[config.mk]
export PLATFORM = sky130hd
export DESIGN_NAME = vpsc_top
export DESIGN_NICKNAME = d
export VERILOG_FILES = /design/src/design/vpsc_pkg.sv /design/src/design/vpsc_ahb_slave.sv /design/src/design/vpsc_slot_timer.sv /design/src/design/vpsc_top.sv
export VERILOG_INCLUDE_DIRS = /design/src /design/src/design
export SDC_FILE = /design/constraint.sdc
export NUM_CORES = 1
export LEC_CHECK = 0
export BUFFER_PORTS_ARGS = -buffer_cell sky130_fd_sc_hd__buf_2
export CORE_MARGIN = 2
export CORE_UTILIZATION = 59
export CTS_BUF_LIST = sky130_fd_sc_hd__clkbuf_4
export CTS_CLUSTER_SIZE = 14
export DETAILED_ROUTE_END_ITERATION = 8
export PLACE_DENSITY = 0.88
export SETUP_SLACK_MARGIN = 0.15
export SYNTH_ARGS = -nofsm -noshare
export SYNTH_HDL_FRONTEND = slang
export SYNTH_SLANG_ARGS = --single-unit
[constraint.sdc]
create_clock -name core_clk_in -period 12.9 [get_ports core_clk_in]
set_input_delay 0.645 -clock core_clk_in [delete_from_list [all_inputs] [get_ports core_clk_in]]
set_output_delay 0.645 -clock core_clk_in [all_outputs]
set_load 0.02 [all_outputs]
[src/design/vpsc_defs.svh]
// Register map, field positions, reset values and timing counts of the pin select block
`ifndef VPSC_DEFS_SVH
`define VPSC_DEFS_SVH

// ****************************************
// Register byte offsets
// ****************************************
`define VPSC_OFS_DIGIT_CTRL 8'h00
`define VPSC_OFS_SEG_CTRL 8'h04
`define VPSC_OFS_DIGIT_START 8'h08
`define VPSC_OFS_STATUS 8'h0c

// ****************************************
// Reset values
// ****************************************
`define VPSC_RST_DIGIT_CTRL 8'h00
`define VPSC_RST_SEG_CTRL 8'h20
`define VPSC_RST_DIGIT_START 8'h20

// ****************************************
// Field positions
// ****************************************
`define VPSC_DC_RATE_BIT 7
`define VPSC_DC_WAVE_MSB 6
`define VPSC_DC_WAVE_LSB 4
`define VPSC_DC_COUNT_MSB 3
`define VPSC_DC_COUNT_LSB 0
`define VPSC_SC_FLAG_BIT 7
`define VPSC_SC_KEY_BIT 6
`define VPSC_SC_RSVD_BIT 5
`define VPSC_SC_COUNT_MSB 4
`define VPSC_SC_COUNT_LSB 0
`define VPSC_DS_RUN_BIT 7
`define VPSC_DS_DISP_BIT 6
`define VPSC_DS_RSVD_BIT 5
`define VPSC_DS_SPARE_BIT 4
`define VPSC_DS_FIELD_MSB 3
`define VPSC_DS_FIELD_LSB 0

// ****************************************
// Timing counts in system clocks, steps per slot, and pin and code limits
// ****************************************
`define VPSC_SLOT_CLKS_SLOW 11'd1536
`define VPSC_STEP_CLKS_SLOW 7'd96
`define VPSC_SLOT_CLKS_FAST 11'd768
`define VPSC_STEP_CLKS_FAST 7'd48
`define VPSC_STEPS_PER_SLOT 5'd16
`define VPSC_SEG_MAX_CODE 5'd27
`define VPSC_SHARED_PINS 5'd8
`define VPSC_DIGIT_LAST 5'd15

`endif

[src/design/vpsc_pkg.sv]
// Types shared by the pin select block
`default_nettype none
package vpsc_pkg;
  typedef enum logic [0:0] {
    BUS_IDLE,
    BUS_READ_WAIT
  } vpsc_bus_state_t;
  typedef logic [7:0] vpsc_byte_t;
endpackage : vpsc_pkg
`default_nettype wire

[src/design/vpsc_ahb_slave.sv]
// AHB-Lite slave front end: writes with no wait, reads with one wait state
`default_nettype none
`include "vpsc_defs.svh"
module vpsc_ahb_slave (
  input wire logic core_clk_in,
  input wire logic rstn_in,
  input wire logic hsel_in,
  input wire logic [7:0] haddr_in,
  input wire logic [1:0] htrans_in,
  input wire logic hwrite_in,
  input wire logic [2:0] hsize_in,
  input wire logic [31:0] hwdata_in,
  input wire logic hready_in,
  input wire logic [31:0] rd_word_in,
  output logic [7:0] rd_addr_out,
  output logic wr_en_out,
  output logic [7:0] wr_addr_out,
  output logic [7:0] wr_data_out,
  output logic hreadyout_out,
  output logic [31:0] hrdata_out,
  output logic hresp_out
);
  import vpsc_pkg::*;

  vpsc_bus_state_t state;
  logic addr_take;
  logic wr_pend;
  logic [7:0] wr_addr_q;

  assign addr_take = hsel_in && htrans_in[1] && hready_in;
  assign rd_addr_out = wr_addr_q;
  assign wr_en_out = wr_pend;
  assign wr_addr_out = wr_addr_q;
  assign wr_data_out = hwdata_in[7:0];
  assign hresp_out = 1'b0;

  // ****************************************
  // Address phase capture
  // ****************************************
  always_ff @(posedge core_clk_in or negedge rstn_in) begin
    if (!rstn_in) begin
      wr_addr_q <= 8'h00;
      wr_pend <= 1'b0;
    end else begin
      wr_pend <= addr_take && hwrite_in;
      if (addr_take) begin
        wr_addr_q <= {haddr_in[7:2], 2'b00};
      end
    end
  end

  // ****************************************
  // Read wait state and read data
  // ****************************************
  always_ff @(posedge core_clk_in or negedge rstn_in) begin
    if (!rstn_in) begin
      state <= BUS_IDLE;
      hreadyout_out <= 1'b1;
      hrdata_out <= 32'h0000_0000;
    end else begin
      unique case (state)
        BUS_IDLE: begin
          if (addr_take && !hwrite_in) begin
            state <= BUS_READ_WAIT;
            hreadyout_out <= 1'b0;
          end
        end
        BUS_READ_WAIT: begin
          // Sampled a cycle late so a write just before is already visible
          hrdata_out <= rd_word_in;
          hreadyout_out <= 1'b1;
          state <= BUS_IDLE;
        end
      endcase
    end
  end
endmodule : vpsc_ahb_slave
`default_nettype wire

[src/design/vpsc_slot_timer.sv]
// Slot timer: dimmer steps within a digit slot, slot end pulse
`default_nettype none
`include "vpsc_defs.svh"
module vpsc_slot_timer (
  input wire logic core_clk_in,
  input wire logic rstn_in,
  input wire logic run_in,
  input wire logic fast_in,
  output logic [3:0] step_out,
  output logic slot_end_out
);
  import vpsc_pkg::*;

  logic [6:0] step_clks;
  logic [6:0] clk_cnt;
  logic step_end;

  assign step_clks = fast_in ? `VPSC_STEP_CLKS_FAST : `VPSC_STEP_CLKS_SLOW;
  assign step_end = (clk_cnt == step_clks - 7'd1);

  // ****************************************
  // Step and slot counting
  // ****************************************
  always_ff @(posedge core_clk_in or negedge rstn_in) begin
    if (!rstn_in) begin
      clk_cnt <= 7'd0;
      step_out <= 4'd0;
      slot_end_out <= 1'b0;
    end else if (!run_in) begin
      clk_cnt <= 7'd0;
      step_out <= 4'd0;
      slot_end_out <= 1'b0;
    end else begin
      slot_end_out <= step_end && (step_out == 4'hf);
      if (step_end || clk_cnt >= step_clks) begin
        clk_cnt <= 7'd0;
        step_out <= step_out + 4'd1;
      end else begin
        clk_cnt <= clk_cnt + 7'd1;
      end
    end
  end
endmodule : vpsc_slot_timer
`default_nettype wire

[src/design/vpsc_top.sv]
// Display pin selection, frame sequencing and register file of the display driver
// Function
// Digit count code c enables digit outputs 0 to 15-c; code 0 (reset) enables all sixteen.
// Segment count code N enables segment outputs 0 to N for N up to 27; 28 to 31 enable none.
// Segment control is 8 bits: flag 7, key scan allow 6, reserved 5, count 4:0, reset 8'h20.
// Segment control bit 5 always reads one and ignores writes.
// With the pin function flag clear (reset) every shared pin is a general-purpose port.
// With the flag set pins follow the digit count, segment count and start field together.
// In a key scan slot segment pins turn to port use and the flag reads as zero.
// Key scan allow clear adds no slot; set allows one extra digit-time slot per frame.
// The key scan slot is added only if the digit, segment and start settings leave both in use.
// Digit control bits 6:4 select the digit strobe waveform.
// Each waveform code fixes the digit and segment edges in dimmer steps within a slot; the code moves only the digit edge, segments always span steps 1 to 15.
// Scan rate bit 0 gives 1536-clock slots and 96-clock steps; 1 gives 768 and 48.
// A frame lasts one slot per digit in use plus one slot when key scanning is active.
// Digit control is 8 bits, fully read/write, reset to zero.
`default_nettype none
`include "vpsc_defs.svh"
module vpsc_top #(
  parameter int DIGITS = 16,
  parameter int SEGMENTS = 28
) (
  input wire logic core_clk_in,
  input wire logic rstn_in,
  input wire logic hsel_in,
  input wire logic [7:0] haddr_in,
  input wire logic [1:0] htrans_in,
  input wire logic hwrite_in,
  input wire logic [2:0] hsize_in,
  input wire logic [31:0] hwdata_in,
  input wire logic hready_in,
  output logic hreadyout_out,
  output logic [31:0] hrdata_out,
  output logic hresp_out,
  input wire logic [SEGMENTS-1:0] seg_data_in,
  output logic [3:0] digit_index_out,
  output logic [DIGITS-1:0] digit_output_out,
  output logic [DIGITS-1:0] digit_pin_display_out,
  output logic [SEGMENTS-1:0] segment_output_out,
  output logic [SEGMENTS-1:0] segment_pin_display_out,
  output logic key_scan_out
);
  import vpsc_pkg::*;

  // ****************************************
  // Registers and bus
  // ****************************************
  vpsc_pkg::vpsc_byte_t digit_control_reg;
  vpsc_pkg::vpsc_byte_t segment_control_reg;
  vpsc_pkg::vpsc_byte_t digit_start_reg;
  logic [7:0] rd_addr;
  logic wr_en;
  logic [7:0] wr_addr;
  logic [7:0] wr_data;
  logic [31:0] rd_word;
  logic [31:0] hrdata_w;
  logic hreadyout_w;
  logic hresp_w;

  vpsc_ahb_slave u_bus (
    .core_clk_in(core_clk_in),
    .rstn_in(rstn_in),
    .hsel_in(hsel_in),
    .haddr_in(haddr_in),
    .htrans_in(htrans_in),
    .hwrite_in(hwrite_in),
    .hsize_in(hsize_in),
    .hwdata_in(hwdata_in),
    .hready_in(hready_in),
    .rd_word_in(rd_word),
    .rd_addr_out(rd_addr),
    .wr_en_out(wr_en),
    .wr_addr_out(wr_addr),
    .wr_data_out(wr_data),
    .hreadyout_out(hreadyout_w),
    .hrdata_out(hrdata_w),
    .hresp_out(hresp_w)
  );

  assign hreadyout_out = hreadyout_w;
  assign hrdata_out = hrdata_w;

  // ****************************************
  // Bus response
  // ****************************************
  // Always OKAY, yet kept in a flop like every other output
  always_ff @(posedge core_clk_in or negedge rstn_in) begin
    if (!rstn_in) begin
      hresp_out <= 1'b0;
    end else begin
      hresp_out <= hresp_w;
    end
  end

  // ****************************************
  // Register file
  // ****************************************
  always_ff @(posedge core_clk_in or negedge rstn_in) begin
    if (!rstn_in) begin
      digit_control_reg <= `VPSC_RST_DIGIT_CTRL;
    end else if (wr_en && wr_addr == `VPSC_OFS_DIGIT_CTRL) begin
      digit_control_reg <= wr_data;
    end
  end

  always_ff @(posedge core_clk_in or negedge rstn_in) begin
    if (!rstn_in) begin
      segment_control_reg <= `VPSC_RST_SEG_CTRL;
    end else if (wr_en && wr_addr == `VPSC_OFS_SEG_CTRL) begin
      segment_control_reg <= wr_data | (8'h01 << `VPSC_SC_RSVD_BIT);
    end
  end

  // Run bit gates the scan, display bit only the segment drive; the spare bit is plain storage
  always_ff @(posedge core_clk_in or negedge rstn_in) begin
    if (!rstn_in) begin
      digit_start_reg <= `VPSC_RST_DIGIT_START;
    end else if (wr_en && wr_addr == `VPSC_OFS_DIGIT_START) begin
      digit_start_reg <= wr_data | (8'h01 << `VPSC_DS_RSVD_BIT);
    end
  end

  // ****************************************
  // Field decode
  // ****************************************
  logic scan_rate_select;
  logic [2:0] digit_waveform_select;
  logic [3:0] digit_count_field;
  logic pin_function_flag;
  logic key_scan_allow;
  logic [4:0] segment_count_field;
  logic [3:0] dual_pin_start_field;
  logic run;
  logic disp;

  assign scan_rate_select = digit_control_reg[`VPSC_DC_RATE_BIT];
  assign digit_waveform_select = digit_control_reg[`VPSC_DC_WAVE_MSB:`VPSC_DC_WAVE_LSB];
  assign digit_count_field = digit_control_reg[`VPSC_DC_COUNT_MSB:`VPSC_DC_COUNT_LSB];
  assign pin_function_flag = segment_control_reg[`VPSC_SC_FLAG_BIT];
  assign key_scan_allow = segment_control_reg[`VPSC_SC_KEY_BIT];
  assign segment_count_field = segment_control_reg[`VPSC_SC_COUNT_MSB:`VPSC_SC_COUNT_LSB];
  assign dual_pin_start_field = digit_start_reg[`VPSC_DS_FIELD_MSB:`VPSC_DS_FIELD_LSB];
  assign run = digit_start_reg[`VPSC_DS_RUN_BIT];
  assign disp = digit_start_reg[`VPSC_DS_DISP_BIT];

  // ****************************************
  // Pin selection
  // ****************************************
  logic [4:0] start_code;
  logic [4:0] first_digit;
  logic [4:0] last_digit;
  logic [4:0] digits_used;
  logic [4:0] first_shared_seg;
  logic seg_code_ok;
  logic seg_any;
  logic key_add;
  logic [4:0] frame_slots;
  logic [DIGITS-1:0] digit_valid;
  logic [SEGMENTS-1:0] seg_valid;

  // Start code below 8 splits the shared pins; 8 and above gives all to segments
  assign start_code = {1'b0, dual_pin_start_field};
  assign first_digit = dual_pin_start_field[3] ? `VPSC_SHARED_PINS : start_code;
  assign last_digit = `VPSC_DIGIT_LAST - {1'b0, digit_count_field};
  assign digits_used = (last_digit >= first_digit) ? 
                       (last_digit - first_digit + 5'd1) : 5'd0;
  // Shared pin k drives digit k or segment 7-k
  assign first_shared_seg = dual_pin_start_field[3] ? 5'd0 : (`VPSC_SHARED_PINS - start_code);
  assign seg_code_ok = (segment_count_field <= `VPSC_SEG_MAX_CODE);
  assign seg_any = seg_code_ok && (segment_count_field >= first_shared_seg);
  // Key slot only if the frame uses a digit and a segment
  assign key_add = key_scan_allow && (digits_used != 5'd0) && seg_any;
  assign frame_slots = digits_used + {4'd0, key_add};

  genvar gd;
  generate
    for (gd = 0; gd < DIGITS; gd++) begin : g_dvalid
      assign digit_valid[gd] = (5'(gd) >= first_digit) && (5'(gd) <= last_digit);
    end
  endgenerate

  genvar gs;
  generate
    for (gs = 0; gs < SEGMENTS; gs++) begin : g_svalid
      assign seg_valid[gs] = seg_code_ok && (5'(gs) <= segment_count_field) &&
                             (5'(gs) >= first_shared_seg);
    end
  endgenerate

  // ****************************************
  // Frame sequencing
  // ****************************************
  logic [3:0] step;
  logic slot_end;
  logic [4:0] slot;
  logic [4:0] next_slot;
  logic key_scan;
  logic [4:0] cur_digit;

  vpsc_slot_timer u_timer (
    .core_clk_in(core_clk_in),
    .rstn_in(rstn_in),
    .run_in(run && digits_used != 5'd0),
    .fast_in(scan_rate_select),
    .step_out(step),
    .slot_end_out(slot_end)
  );

  assign next_slot = (slot + 5'd1 >= frame_slots) ? 5'd0 : slot + 5'd1;

  // Slot moves one clock after the step wrap, inside blanked step 0
  always_ff @(posedge core_clk_in or negedge rstn_in) begin
    if (!rstn_in) begin
      slot <= 5'd0;
    end else if (!run || digits_used == 5'd0) begin
      slot <= 5'd0;
    end else if (slot_end) begin
      slot <= next_slot;
    end
  end

  // Key slot follows the last digit slot
  assign key_scan = run && key_add && (slot == digits_used);
  assign cur_digit = first_digit + slot;

  // ****************************************
  // Waveform windows in dimmer steps
  // ****************************************
  logic digit_window;
  logic seg_window;

  // Step 0 blanks both so segments change while all digits are off
  assign digit_window = (step != 4'd0) &&
                        ({1'b0, step} <= 5'd14 - {2'd0, digit_waveform_select});
  assign seg_window = (step != 4'd0);

  // ****************************************
  // Pin outputs
  // ****************************************
  // Display flags follow the flag and pin settings, segment flags also the key slot; run gates the strobes and segment drive
  generate
    for (gd = 0; gd < DIGITS; gd++) begin : g_dout
      always_ff @(posedge core_clk_in or negedge rstn_in) begin
        if (!rstn_in) begin
          digit_pin_display_out[gd] <= 1'b0;
          digit_output_out[gd] <= 1'b0;
        end else begin
          digit_pin_display_out[gd] <= pin_function_flag && digit_valid[gd];
          digit_output_out[gd] <= pin_function_flag && digit_valid[gd] && run &&
                                  !key_scan && (cur_digit == 5'(gd)) && digit_window;
        end
      end
    end
  endgenerate

  generate
    for (gs = 0; gs < SEGMENTS; gs++) begin : g_sout
      always_ff @(posedge core_clk_in or negedge rstn_in) begin
        if (!rstn_in) begin
          segment_pin_display_out[gs] <= 1'b0;
          segment_output_out[gs] <= 1'b0;
        end else begin
          segment_pin_display_out[gs] <= pin_function_flag && seg_valid[gs] && !key_scan;
          segment_output_out[gs] <= pin_function_flag && seg_valid[gs] && !key_scan &&
                                    run && disp && seg_window && seg_data_in[gs];
        end
      end
    end
  endgenerate

  // Index keeps counting through the key slot; strobes stay off there
  always_ff @(posedge core_clk_in or negedge rstn_in) begin
    if (!rstn_in) begin
      digit_index_out <= 4'd0;
      key_scan_out <= 1'b0;
    end else begin
      digit_index_out <= cur_digit[3:0];
      key_scan_out <= key_scan;
    end
  end

  // ****************************************
  // Read mux
  // ****************************************
  always_comb begin
    rd_word = 32'h0000_0000;
    unique case (rd_addr)
      `VPSC_OFS_DIGIT_CTRL: rd_word = {24'h0, digit_control_reg};
      `VPSC_OFS_SEG_CTRL: begin
        rd_word = {24'h0, pin_function_flag && !key_scan,
                   key_scan_allow, 1'b1, segment_count_field};
      end
      `VPSC_OFS_DIGIT_START: rd_word = {24'h0, digit_start_reg[7:6], 1'b1,
                                        digit_start_reg[4:0]};
      // Status is read only; writes to it fall through
      `VPSC_OFS_STATUS: rd_word = {16'h0, 3'd0, digits_used, key_scan, 2'd0, slot};
      default: rd_word = 32'h0000_0000;
    endcase
  end
endmodule : vpsc_top
`default_nettype wire

==> Word-level counts from Yosys, hierarchy flattened <==
Index checks and enable logic that the tools add are counted.
{ "word_totals": {"regBits": 173, "inputBits": 78} }
{ "op_classes": {"n_addsub": 11, "magnitude_cmp": 94, "eq_ne": 23, "mux": 17, "bitwise": 1, "n_reduce_logical": 347} }
{ "ops": {"columns": ["op", "n"], "rows": [
  ["$logic_and 1x1->1", 336],
  ["$le 4x5->1 const A", 16],
  ["$ge 5x5->1 const A", 12],
  ["$le 5x5->1 const A", 12],
  ["$pmux 13 s4", 1],
  ["$eq 5x4->1 const B", 8],
  ["$ge 4x5->1 const A", 8],
  ["$le 3x5->1 const A", 8],
  ["$ge 4x4->1 const A", 8],
  ["$mux 5", 5],
  ["$mux 7", 3],
  ["$eq 5x3->1 const B", 4],
  ["$ge 3x5->1 const A", 4],
  ["$le 1x5->1 const A", 4],
  ["$le 2x5->1 const A", 4],
  ["$ge 3x4->1 const A", 4],
  ["$eq 6x2->1 const B", 2],
  ["$mux 4", 3],
  ["$add 5x1->5 const B", 2],
  ["$eq 5x2->1 const B", 2],
  ["$ge 1x5->1 const A", 2],
  ["$ge 2x5->1 const A", 2],
  ["$ge 5x5->1", 2],
  ["$logic_not 5->1", 2],
  ["30 further kinds", 39]
]} }

==> Depth between registers and ports, before layout <==
Gate-level depths: netlist of the first run.
{ "depth": {"depth_word": 15, "mapped_depth": 20, "mapped_depth_nobuf": 20} }

==> Hierarchy <==
From an unflattened synthesis of the first run, not the netlist that was laid out.
{ "hier_totals": {"hier_cells": 761, "hier_area_um2": 8578.2} }
{ "modules_own_cells": {"columns": ["module", "n_inst", "cells_each", "area_per_inst_um2"], "rows": [
  ["vpsc_top", 1, 589, 6115.9],
  ["vpsc_ahb_slave", 1, 109, 1818.0],
  ["vpsc_slot_timer", 1, 63, 644.4]
]} }

==> Least setup slack after synthesis of the first run <==
No wires, ideal clock.
{ "synth_path": {"path_type": "reg-to-reg", "startpoint": "reg digit_control_reg[2]", "endpoint": "reg slot[0]", "arrival_ps": 3973, "t_required_ps": 12827, "path_slack_ps": 8854, "stages_incl_launch_ff": 20, "n_path_buf": 1, "period_less_slack_ps": 4046, "path_cell_list": "dfrtp_1 -> clkbuf_1 -> inv_1 -> ha_1 -> ha_1 -> nand2_1 -> o211ai_1 -> xor2_1 -> nand2_1 -> and3_1 -> ha_1 -> ha_1 -> inv_1 -> ha_1 -> a21o_1 -> a21o_1 -> a21o_1 -> a211oi_1 -> mux2i_1 -> nor2_1"} }
{ "synth_via": {"elab_chain_len": 12} }
{ "synth_lines": {"columns": ["element", "line_no", "text"], "rows": [
  ["from (decl)", "vpsc_top.sv:48", "vpsc_pkg::vpsc_byte_t digit_control_reg;"],
  ["from (signal assigned)", "vpsc_top.sv:100", "digit_control_reg <= `VPSC_RST_DIGIT_CTRL;"],
  ["from (signal assigned)", "vpsc_top.sv:102", "digit_control_reg <= wr_data;"],
  ["$sub 4x4->5 (no source line) (*)", null, null],
  ["$sub 5x4->5", "vpsc_top.sv:166", "(last_digit - first_digit + 5'd1) : 5'd0;"],
  ["$add 5x1->5", "vpsc_top.sv:166", null],
  ["$mux 5 (*)", "vpsc_top.sv:165", "assign digits_used = (last_digit >= first_digit) ?"],
  ["$reduce_bool 5->1", "vpsc_top.sv:172", "assign key_add = key_scan_allow && (digits_used != 5'd0) && seg_any;"],
  ["$logic_and 1x1->1 (2 in series)", "vpsc_top.sv:172", null],
  ["$add 5x1->5", "vpsc_top.sv:173", "assign frame_slots = digits_used + {4'd0, key_add};"],
  ["$ge 5x5->1", "vpsc_top.sv:209", "assign next_slot = (slot + 5'd1 >= frame_slots) ? 5'd0 : slot + 5'd1;"],
  ["$mux 5", "vpsc_top.sv:209", null],
  ["$mux 5", "vpsc_top.sv:217", "end else if (slot_end) begin"],
  ["$mux 5", "vpsc_top.sv:215", "end else if (!run || digits_used == 5'd0) begin"],
  ["to (signal assigned)", "vpsc_top.sv:218", "slot <= next_slot;"],
  ["to (decl)", "vpsc_top.sv:195", "logic [4:0] slot;"]
]} }
Every way passes the cells marked *; elsewhere a longest branch is shown, timed or not. The select of a mux whose other input is x is not followed.
A chain may end at the register's enable or synchronous reset.

==> Worst setup path in the final report of the first run <==
{ "layout_path": {"startpoint": "reg digit_start_reg[0]", "endpoint": "reg slot[0]"} }
{ "layout_via": {"elab_chain_len": 12} }
{ "layout_lines": {"columns": ["element", "line_no", "text"], "rows": [
  ["from (decl)", "vpsc_top.sv:50", "vpsc_pkg::vpsc_byte_t digit_start_reg;"],
  ["from (signal assigned)", "vpsc_top.sv:117", "digit_start_reg <= `VPSC_RST_DIGIT_START;"],
  ["from (signal assigned)", "vpsc_top.sv:119", "digit_start_reg <= wr_data | (8'h01 << `VPSC_DS_RSVD_BIT);"],
  ["$mux 4", "vpsc_top.sv:163", "assign first_digit = dual_pin_start_field[3] ? `VPSC_SHARED_PINS : start_code;"],
  ["$sub 5x4->5", "vpsc_top.sv:166", null],
  ["$add 5x1->5", "vpsc_top.sv:166", null],
  ["$mux 5", "vpsc_top.sv:165", null],
  ["$reduce_bool 5->1", "vpsc_top.sv:172", null],
  ["$logic_and 1x1->1 (2 in series)", "vpsc_top.sv:172", null],
  ["$add 5x1->5", "vpsc_top.sv:173", null],
  ["$ge 5x5->1", "vpsc_top.sv:209", null],
  ["$mux 5", "vpsc_top.sv:209", null],
  ["$mux 5", "vpsc_top.sv:217", null],
  ["$mux 5", "vpsc_top.sv:215", null]
]} }
Parallel ways exist; a longest one is shown, timed or not. The select of a mux whose other input is x is not followed.

==> impl_metrics.toml, run 1 <==
[critical_path]
path_cells = "inv_1 > nor2_1 > inv_1 > ha_1 > ha_1 > ha_1 > nor3_1 > o21a_1 > nand2_1 > and3_1 > ha_1 > ha_1 > inv_1 > ha_1 > a21o_1 > a21o_1 > a21o_1 > a211oi_1 > mux2i_1 > nor2_1"
crit_path_max_fanout = 7
critPathCaptureType = "flop"
cp.buffers_inverters = 3
max_stage_delay_ns = 0.52
reg2reg_to = "slot[0]$_DFFE_PN0P_"
worstPathRequired_ns = 13.36
r2r_cells = 20
crit_type = "reg2reg"
cp_data_arrival_time_ns = 5.27
critPathSlowestCell = "a211oi_1"
crit_path_start_kind = "flop"
cp_common_cell = "ha_1"
crit_family = "adder cells"
ff2ff_setup_slack_ns = 8.09
rr_startpoint = "digit_start_reg[0]$_DFFE_PN0P_"

[logic_synthesis]
yosysTopAreaCellShare = 0.5114
async_flop_share = 1.000
synth_edf_count = 0
yosys-top-cells-area = "dfrtp_1, ha_1, mux2_2"
ys_types = 58
synthFlopType = "dfrtp_1"
syn_inst = 707
synth_top_cell_by_area = "dfrtp_1"
ys_ff_latch = 154
netlist_area_um2 = 7486
yosys_warnings = 0
avgSynthCellArea_um2 = 10.59
ys_seq_area_frac = 0.5150

[layout]
seqCellArea_um2 = 3855
areaGrowthSynthToFinish_pct = 14.64
multi_input_area_um2 = 3254
reg.largest.list = "segment_output_out x28, segment_pin_display_out x28"
drive_above_1_share = 0.2638
fill_cells = 966
insertedDiodeCount = 0
final_nets = 972

[status]
status = "finished, violations left"
failed_checks = "design-rule violations"

[placement]
hpwl_um = 13190
post-place-ws_ns = 8.198
routabilityCongestion = 0.8893
io_buffer_count = 154

[grt]
antenna_found_initial = 0
grt_pass1_vias = 5689
grt_max_degree = 91
grt.total_usage = 0.2681
grt_overflow_total = 0
grt_pass1_wl_um = 27960

[routing]
drt_iter0_drc = 581
antenna_left = 0
dr.pass1.iters = 7
drc = 1
viasPerCell = 5.670
vias = 5897
wl_per_cell_um = 17.24
routed_wl_um = 17930

[timing]
tightestPinTransition_ns = 0.8252
finClkSkew_ns = 0.02823
maxSlewViolCount = 0
holdWs_ns = 0.1489
min_period_ns = 4.807
finalHoldViolations = 0
fin_tns_setup_ns = 0
max_freq_mhz = 208.0
rsz0062_at_grt = "no"
relSlewSlack = 0.4499
finalSetupViolations = 0
fin_crit_sh = 0.3726
finalWorstSetupSlack_ns = 8.093

[die]
initial_utilization = 0.5981
die_width_um = 116.6
die_h_um = 116.6
rows = 41
fp.coreArea_um2 = 12520
ios = 205
dieArea_um2 = 13600

[power]
power_frac_comb = 0.284
power_switching_share = 0.3543
powerDensity_nw_per_um2 = 139.8
seq_power_share = 0.474
ir_worst_vdd_mv = 0.1629
switchingPower_w = 0.0004250
power.internal_w = 0.0007745
p_clk_frac = 0.242
p_leak_nw = 4.428

[clock_tree]
cts-resized-gates = 0
worst_setup_hold_path_clk_slew_ns = 0.14
tritoncts = "built"
cts_root_buf = "clkbuf_4"
clockBufferDepth = 2
cts-htree-levels = 4
clock_latency_ns = 0.55
cts-buffers-inserted = 17
postCtsSetupBuffers = 0
ctsHoldBuffers = 0
cts.sinks = 154

[job]
cap_viol_max_count = 0

[worst_hold_path]
worst_hold_path_type = "in2async"
-- cells in the mapped netlist (8+ instances only) --
cell / count
ha_1: 38
nor4b_1: 8
nor4_1: 13
buf_4: 21
nor3_1: 36
nand2b_1: 11
o2bb2ai_1: 9
nor2_1: 65
inv_1: 51
nand4_1: 10
xnor2_1: 11
mux2_2: 28
o21ai_0: 21
nor2b_1: 9
xor2_1: 12
clkbuf_1: 22
dfrtp_1: 153
a21oi_1: 22
nand2_1: 53
nand3_1: 25
-- stage by stage --
step	cells	util	power [W]	area, µm²
finish	1040	0.6856	0.001200	8582
floorplan	726	-	0.0008131	7557
detailed placement	1008	0.6631	0.0009133	8300
global placement	1008	0.6631	0.0008996	8300
global route	1040	0.6856	0.001268	8582
CTS	1040	0.6856	0.001200	8582
-- worst max-delay path by stage --
stage | start | to | slack [ns] | cells after the start
floorplan | digit_control_reg[2]$_DFFE_PN0P_ | slot[0]$_DFFE_PN0P_ | 8.85 | 19
global placement | digit_start_reg[0]$_DFFE_PN0P_ | slot[4]$_DFFE_PN0P_ | 8.28 | 18
detailed placement | digit_start_reg[0]$_DFFE_PN0P_ | slot[0]$_DFFE_PN0P_ | 8.20 | 20
CTS | digit_start_reg[0]$_DFFE_PN0P_ | slot[0]$_DFFE_PN0P_ | 8.15 | 20
global route | digit_start_reg[0]$_DFFE_PN0P_ | slot[0]$_DFFE_PN0P_ | 7.64 | 20
finish | digit_start_reg[0]$_DFFE_PN0P_ | slot[0]$_DFFE_PN0P_ | 8.09 | 20
-- worst reg2reg max path, delay by kind of cell (launching register included) --
family / cells / cell delay [ns]
fa+ha+maj: 6 / 1.42
simple gates: 5 / 1.24
compound gates: 5 / 1.21
flops: 1 / 0.49
buf+inv: 3 / 0.24
mux: 1 / 0.14
-- kinds of logic (layout without fill, tap and decap cells) --
group / after synthesis / in the layout / share of synthesized area
other cells: 2 / 21 / 0.001003
flops: 154 / 154 / 0.5150
buf+inv: 96 / 238 / 0.05983
simple gates: 260 / 260 / 0.1762
mux: 37 / 37 / 0.06251
fa+ha+maj: 40 / 40 / 0.06753
xor+xnor: 23 / 23 / 0.02691
compound gates: 95 / 95 / 0.09109
-- per-layer routing --
| layer | GRT usage | share of wire |
|---|---|---|
| met1 | 0.3491 | 0.41 |
| met5 | 0 | 0 |
| met3 | 0.06694 | 0.076 |
| met4 | 0.1325 | 0.035 |
| met2 | 0.4225 | 0.48 |
-- placed cells by master, fill, tap and decap left out, types with 7 or more instances in the layout --
cell,instances
clkbuf_4,21
a21oi_1,22
buf_2,153
nor4b_1,8
o21ai_0,21
xnor2_1,11
conb_1,21
nor2b_1,9
nor2_1,65
inv_1,51
nor3b_1,7
nand4_1,10
nand2b_1,11
nand3_1,25
xor2_1,12
and3_1,7
nor4_1,13
ha_1,38
o2bb2ai_1,9
nor3_1,36
nand2_1,53
dfrtp_1,153
mux2_2,28
-- final cells by class --
type | instances | area share
Sequential cell | 154 | 0.4492
Multi-Input combinational cell | 476 | 0.3792
Timing Repair Buffer | 155 | 0.09141
Tap cell | 172 | 0.02508
Inverter | 51 | 0.02231
Clock buffer | 21 | 0.01837
Clock inverter | 11 | 0.01443
-- power by group through the flow --
stage	clock (W)	sequential, W	combinational [W]
2_1_floorplan	0	0.000585	0.000228
3_3_place_gp	0	0.000573	0.000326
3_5_place_dp	0	0.000576	0.000337
4_1_cts	0.000295	0.000567	0.000339
5_1_grt	0.000315	0.000574	0.000379
6_report	0.000290	0.000568	0.000341
(Power assumes the default switching activity.)
==> inputs of run 2 (changes only) <==
- CORE_UTILIZATION: 59 -> 55
- PLACE_DENSITY: 0.88 -> 0.83
- clock period: 12.9 -> 4.6 ns (I/O delays scaled with it)
==> impl_metrics.toml, run 2 (synthesized netlist as in run 1, its figures left out) <==
[clock_tree]
clock_latency_ns = 0.59
cts_root_buf = "clkbuf_4"
cts.sinks = 154
worst_setup_hold_path_clk_slew_ns = 0.14
cts-htree-levels = 4
clockBufferDepth = 2
tritoncts = "built"
cts-buffers-inserted = 17

[power]
ir_worst_vdd_mv = 0.1862
power_w = 0.003654
p_leak_nw = 4.722
powerDensity_nw_per_um2 = 396.3

[die]
fp.coreArea_um2 = 13240
ios = 205
die_width_um = 120.7
initial_utilization = 0.5653
die_h_um = 120.7
dieArea_um2 = 14560
rows = 42

[layout]
layout_common_cells = "buf_2, dfrtp_1, nor2_1"
reg.largest.list = "segment_output_out x28, segment_pin_display_out x28"
final_nets = 1029
areaGrowthSynthToFinish_pct = 23.17
layout_commonest_cell = "buf_2"
drive_above_1_share = 0.2659

[critical_path]
crit_path_max_fanout = 7
crit_path_start_kind = "flop"
r2r_cells = 21
worstPathRequired_ns = 5.11
rr_startpoint = "digit_start_reg[0]$_DFFE_PN0P_"
reg2reg_to = "slot[2]$_DFFE_PN0P_"
critPathCaptureType = "flop"
ff2ff_setup_slack_ns = 0.41
cp_data_arrival_time_ns = 4.70
crit_type = "reg2reg"

[worst_hold_path]
min_to = "u_bus.wr_en_out$_DFF_PN0_"
min_path_cells = 3
hp-start = "htrans_in[1]"
worst_hold_path_type = "in2reg"

[placement]
io_buffer_count = 154
routabilityCongestion = 0.8766
hpwl_um = 13220

[timing]
finalSetupViolations = 0
maxSlewViolCount = 0
fin_crit_sh = 0.9098
fin_tns_setup_ns = 0
min_period_ns = 4.185
tightestPinTransition_ns = 1.031
finalHoldViolations = 0
max_freq_mhz = 238.9
relSlewSlack = 0.3124
rsz0062_at_grt = "no"
finClkSkew_ns = 0.03217

[routing]
drc = 0
dr.pass1.iters = 5
antenna_left = 0
viasPerCell = 5.671
drt_iter0_drc = 521
routed_wl_um = 19900
vias = 6249
wl_per_cell_um = 18.06

[grt]
grt_max_degree = 117
antenna_found_initial = 1
grt_pass1_vias = 6427
grt_pass1_wl_um = 32110
grt_overflow_total = 0
grt.total_usage = 0.2856

[status]
status = "finished clean"

[job]
cap_viol_max_count = 0
==> run 2: cell count changes in the layout (fill, tap and decap cells not counted), sizes merged <==
| cell | delta |
|---|---|
| clkinvlp | -4 |
| clkbuf | -3 |
| diode | +1 |
| inv | +5 |
| clkinv | -1 |
| bufinv | +3 |
| buf | +13 |
| dlygate4sd3 | +44 |
==> run 2: timing repair <==
action,4_1_cts,5_1_grt
buffers inserted,0,2
hold buffers,44,0
resized for setup,0,6
setup endpoints to repair,0,5
hold endpoints to repair,173,0
==> run 2: critical path, stage by stage, from the launching register on <==
cell      delay, ns
dfrtp_1        0.49
inv_1          0.09
nor2_1         0.18
inv_1          0.07
ha_1           0.20
ha_1           0.25
ha_1           0.21
nor3_1         0.37
o21a_1         0.18
nand2_1        0.07
and3_1         0.18
ha_1           0.19
ha_1           0.27
inv_1          0.04
ha_1           0.26
a21o_1         0.15
a21o_1         0.16
a21o_1         0.16
a211oi_1       0.23
buf_4          0.17
a22oi_1        0.06
nor2_1         0.11
==> run 2: area by class of cell <==
| cell class | count | area (µm²) |
|---|---|---|
| clock inverter | 14 | 216.5 |
| timing repair buffer | 212 | 1323 |
| fill | 993 | 4023 |
| multi-input combinational | 476 | 3276 |
| tap | 176 | 220.2 |
| sequential | 154 | 3856 |
| antenna | 1 | 2.502 |
| clock buffer | 18 | 135.1 |
| inverter | 51 | 191.4 |
==> run 2: report_power, final <==
group | switching, W | total (W) | internal (W)
Clock | 0.000509 | 0.00101 | 0.000498
Combinational | 0.000650 | 0.00107 | 0.000423
Sequential | 0.000109 | 0.00157 | 0.00147
==> run 2: metal layers <==
layer	vias up	GRT usage	wire, µm
met4	0	0.1395	836
met5	-	0	0
li1	2844	-	-
met3	73	0.06509	1401
met1	3022	0.3652	7968
met2	310	0.4605	9692
==> run 2: worst max path at each step <==
stage                                                 from                   to  slack, ns  cells past startpoint
final                       digit_start_reg[0]$_DFFE_PN0P_  slot[2]$_DFFE_PN0P_       0.41                     21
after global routing        digit_start_reg[0]$_DFFE_PN0P_  slot[2]$_DFFE_PN0P_       0.16                     20
after CTS                   digit_start_reg[1]$_DFFE_PN0P_  slot[2]$_DFFE_PN0P_       0.27                     20
after detailed placement    digit_start_reg[1]$_DFFE_PN0P_  slot[2]$_DFFE_PN0P_       0.30                     20
after global placement      digit_start_reg[1]$_DFFE_PN0P_  slot[2]$_DFFE_PN0P_       0.44                     20
after floorplan           digit_control_reg[2]$_DFFE_PN0P_  slot[0]$_DFFE_PN0P_       0.55                     19
==> run 2: metrics by stage <==
stage            util  std cells  area [µm²]  hold slack, ns  setup WS (ns)
5_1_grt        0.6962       1102        9220          0.1218         0.1646
3_5_place_dp   0.6334       1023        8388          0.4253         0.3006
2_1_floorplan       -        726        7557        -0.06559         0.5541
3_3_place_gp   0.6334       1023        8388          0.4234         0.4406
6_report       0.6962       1102        9220          0.1030         0.4148
4_1_cts        0.6932       1099        9180         0.07423         0.2737
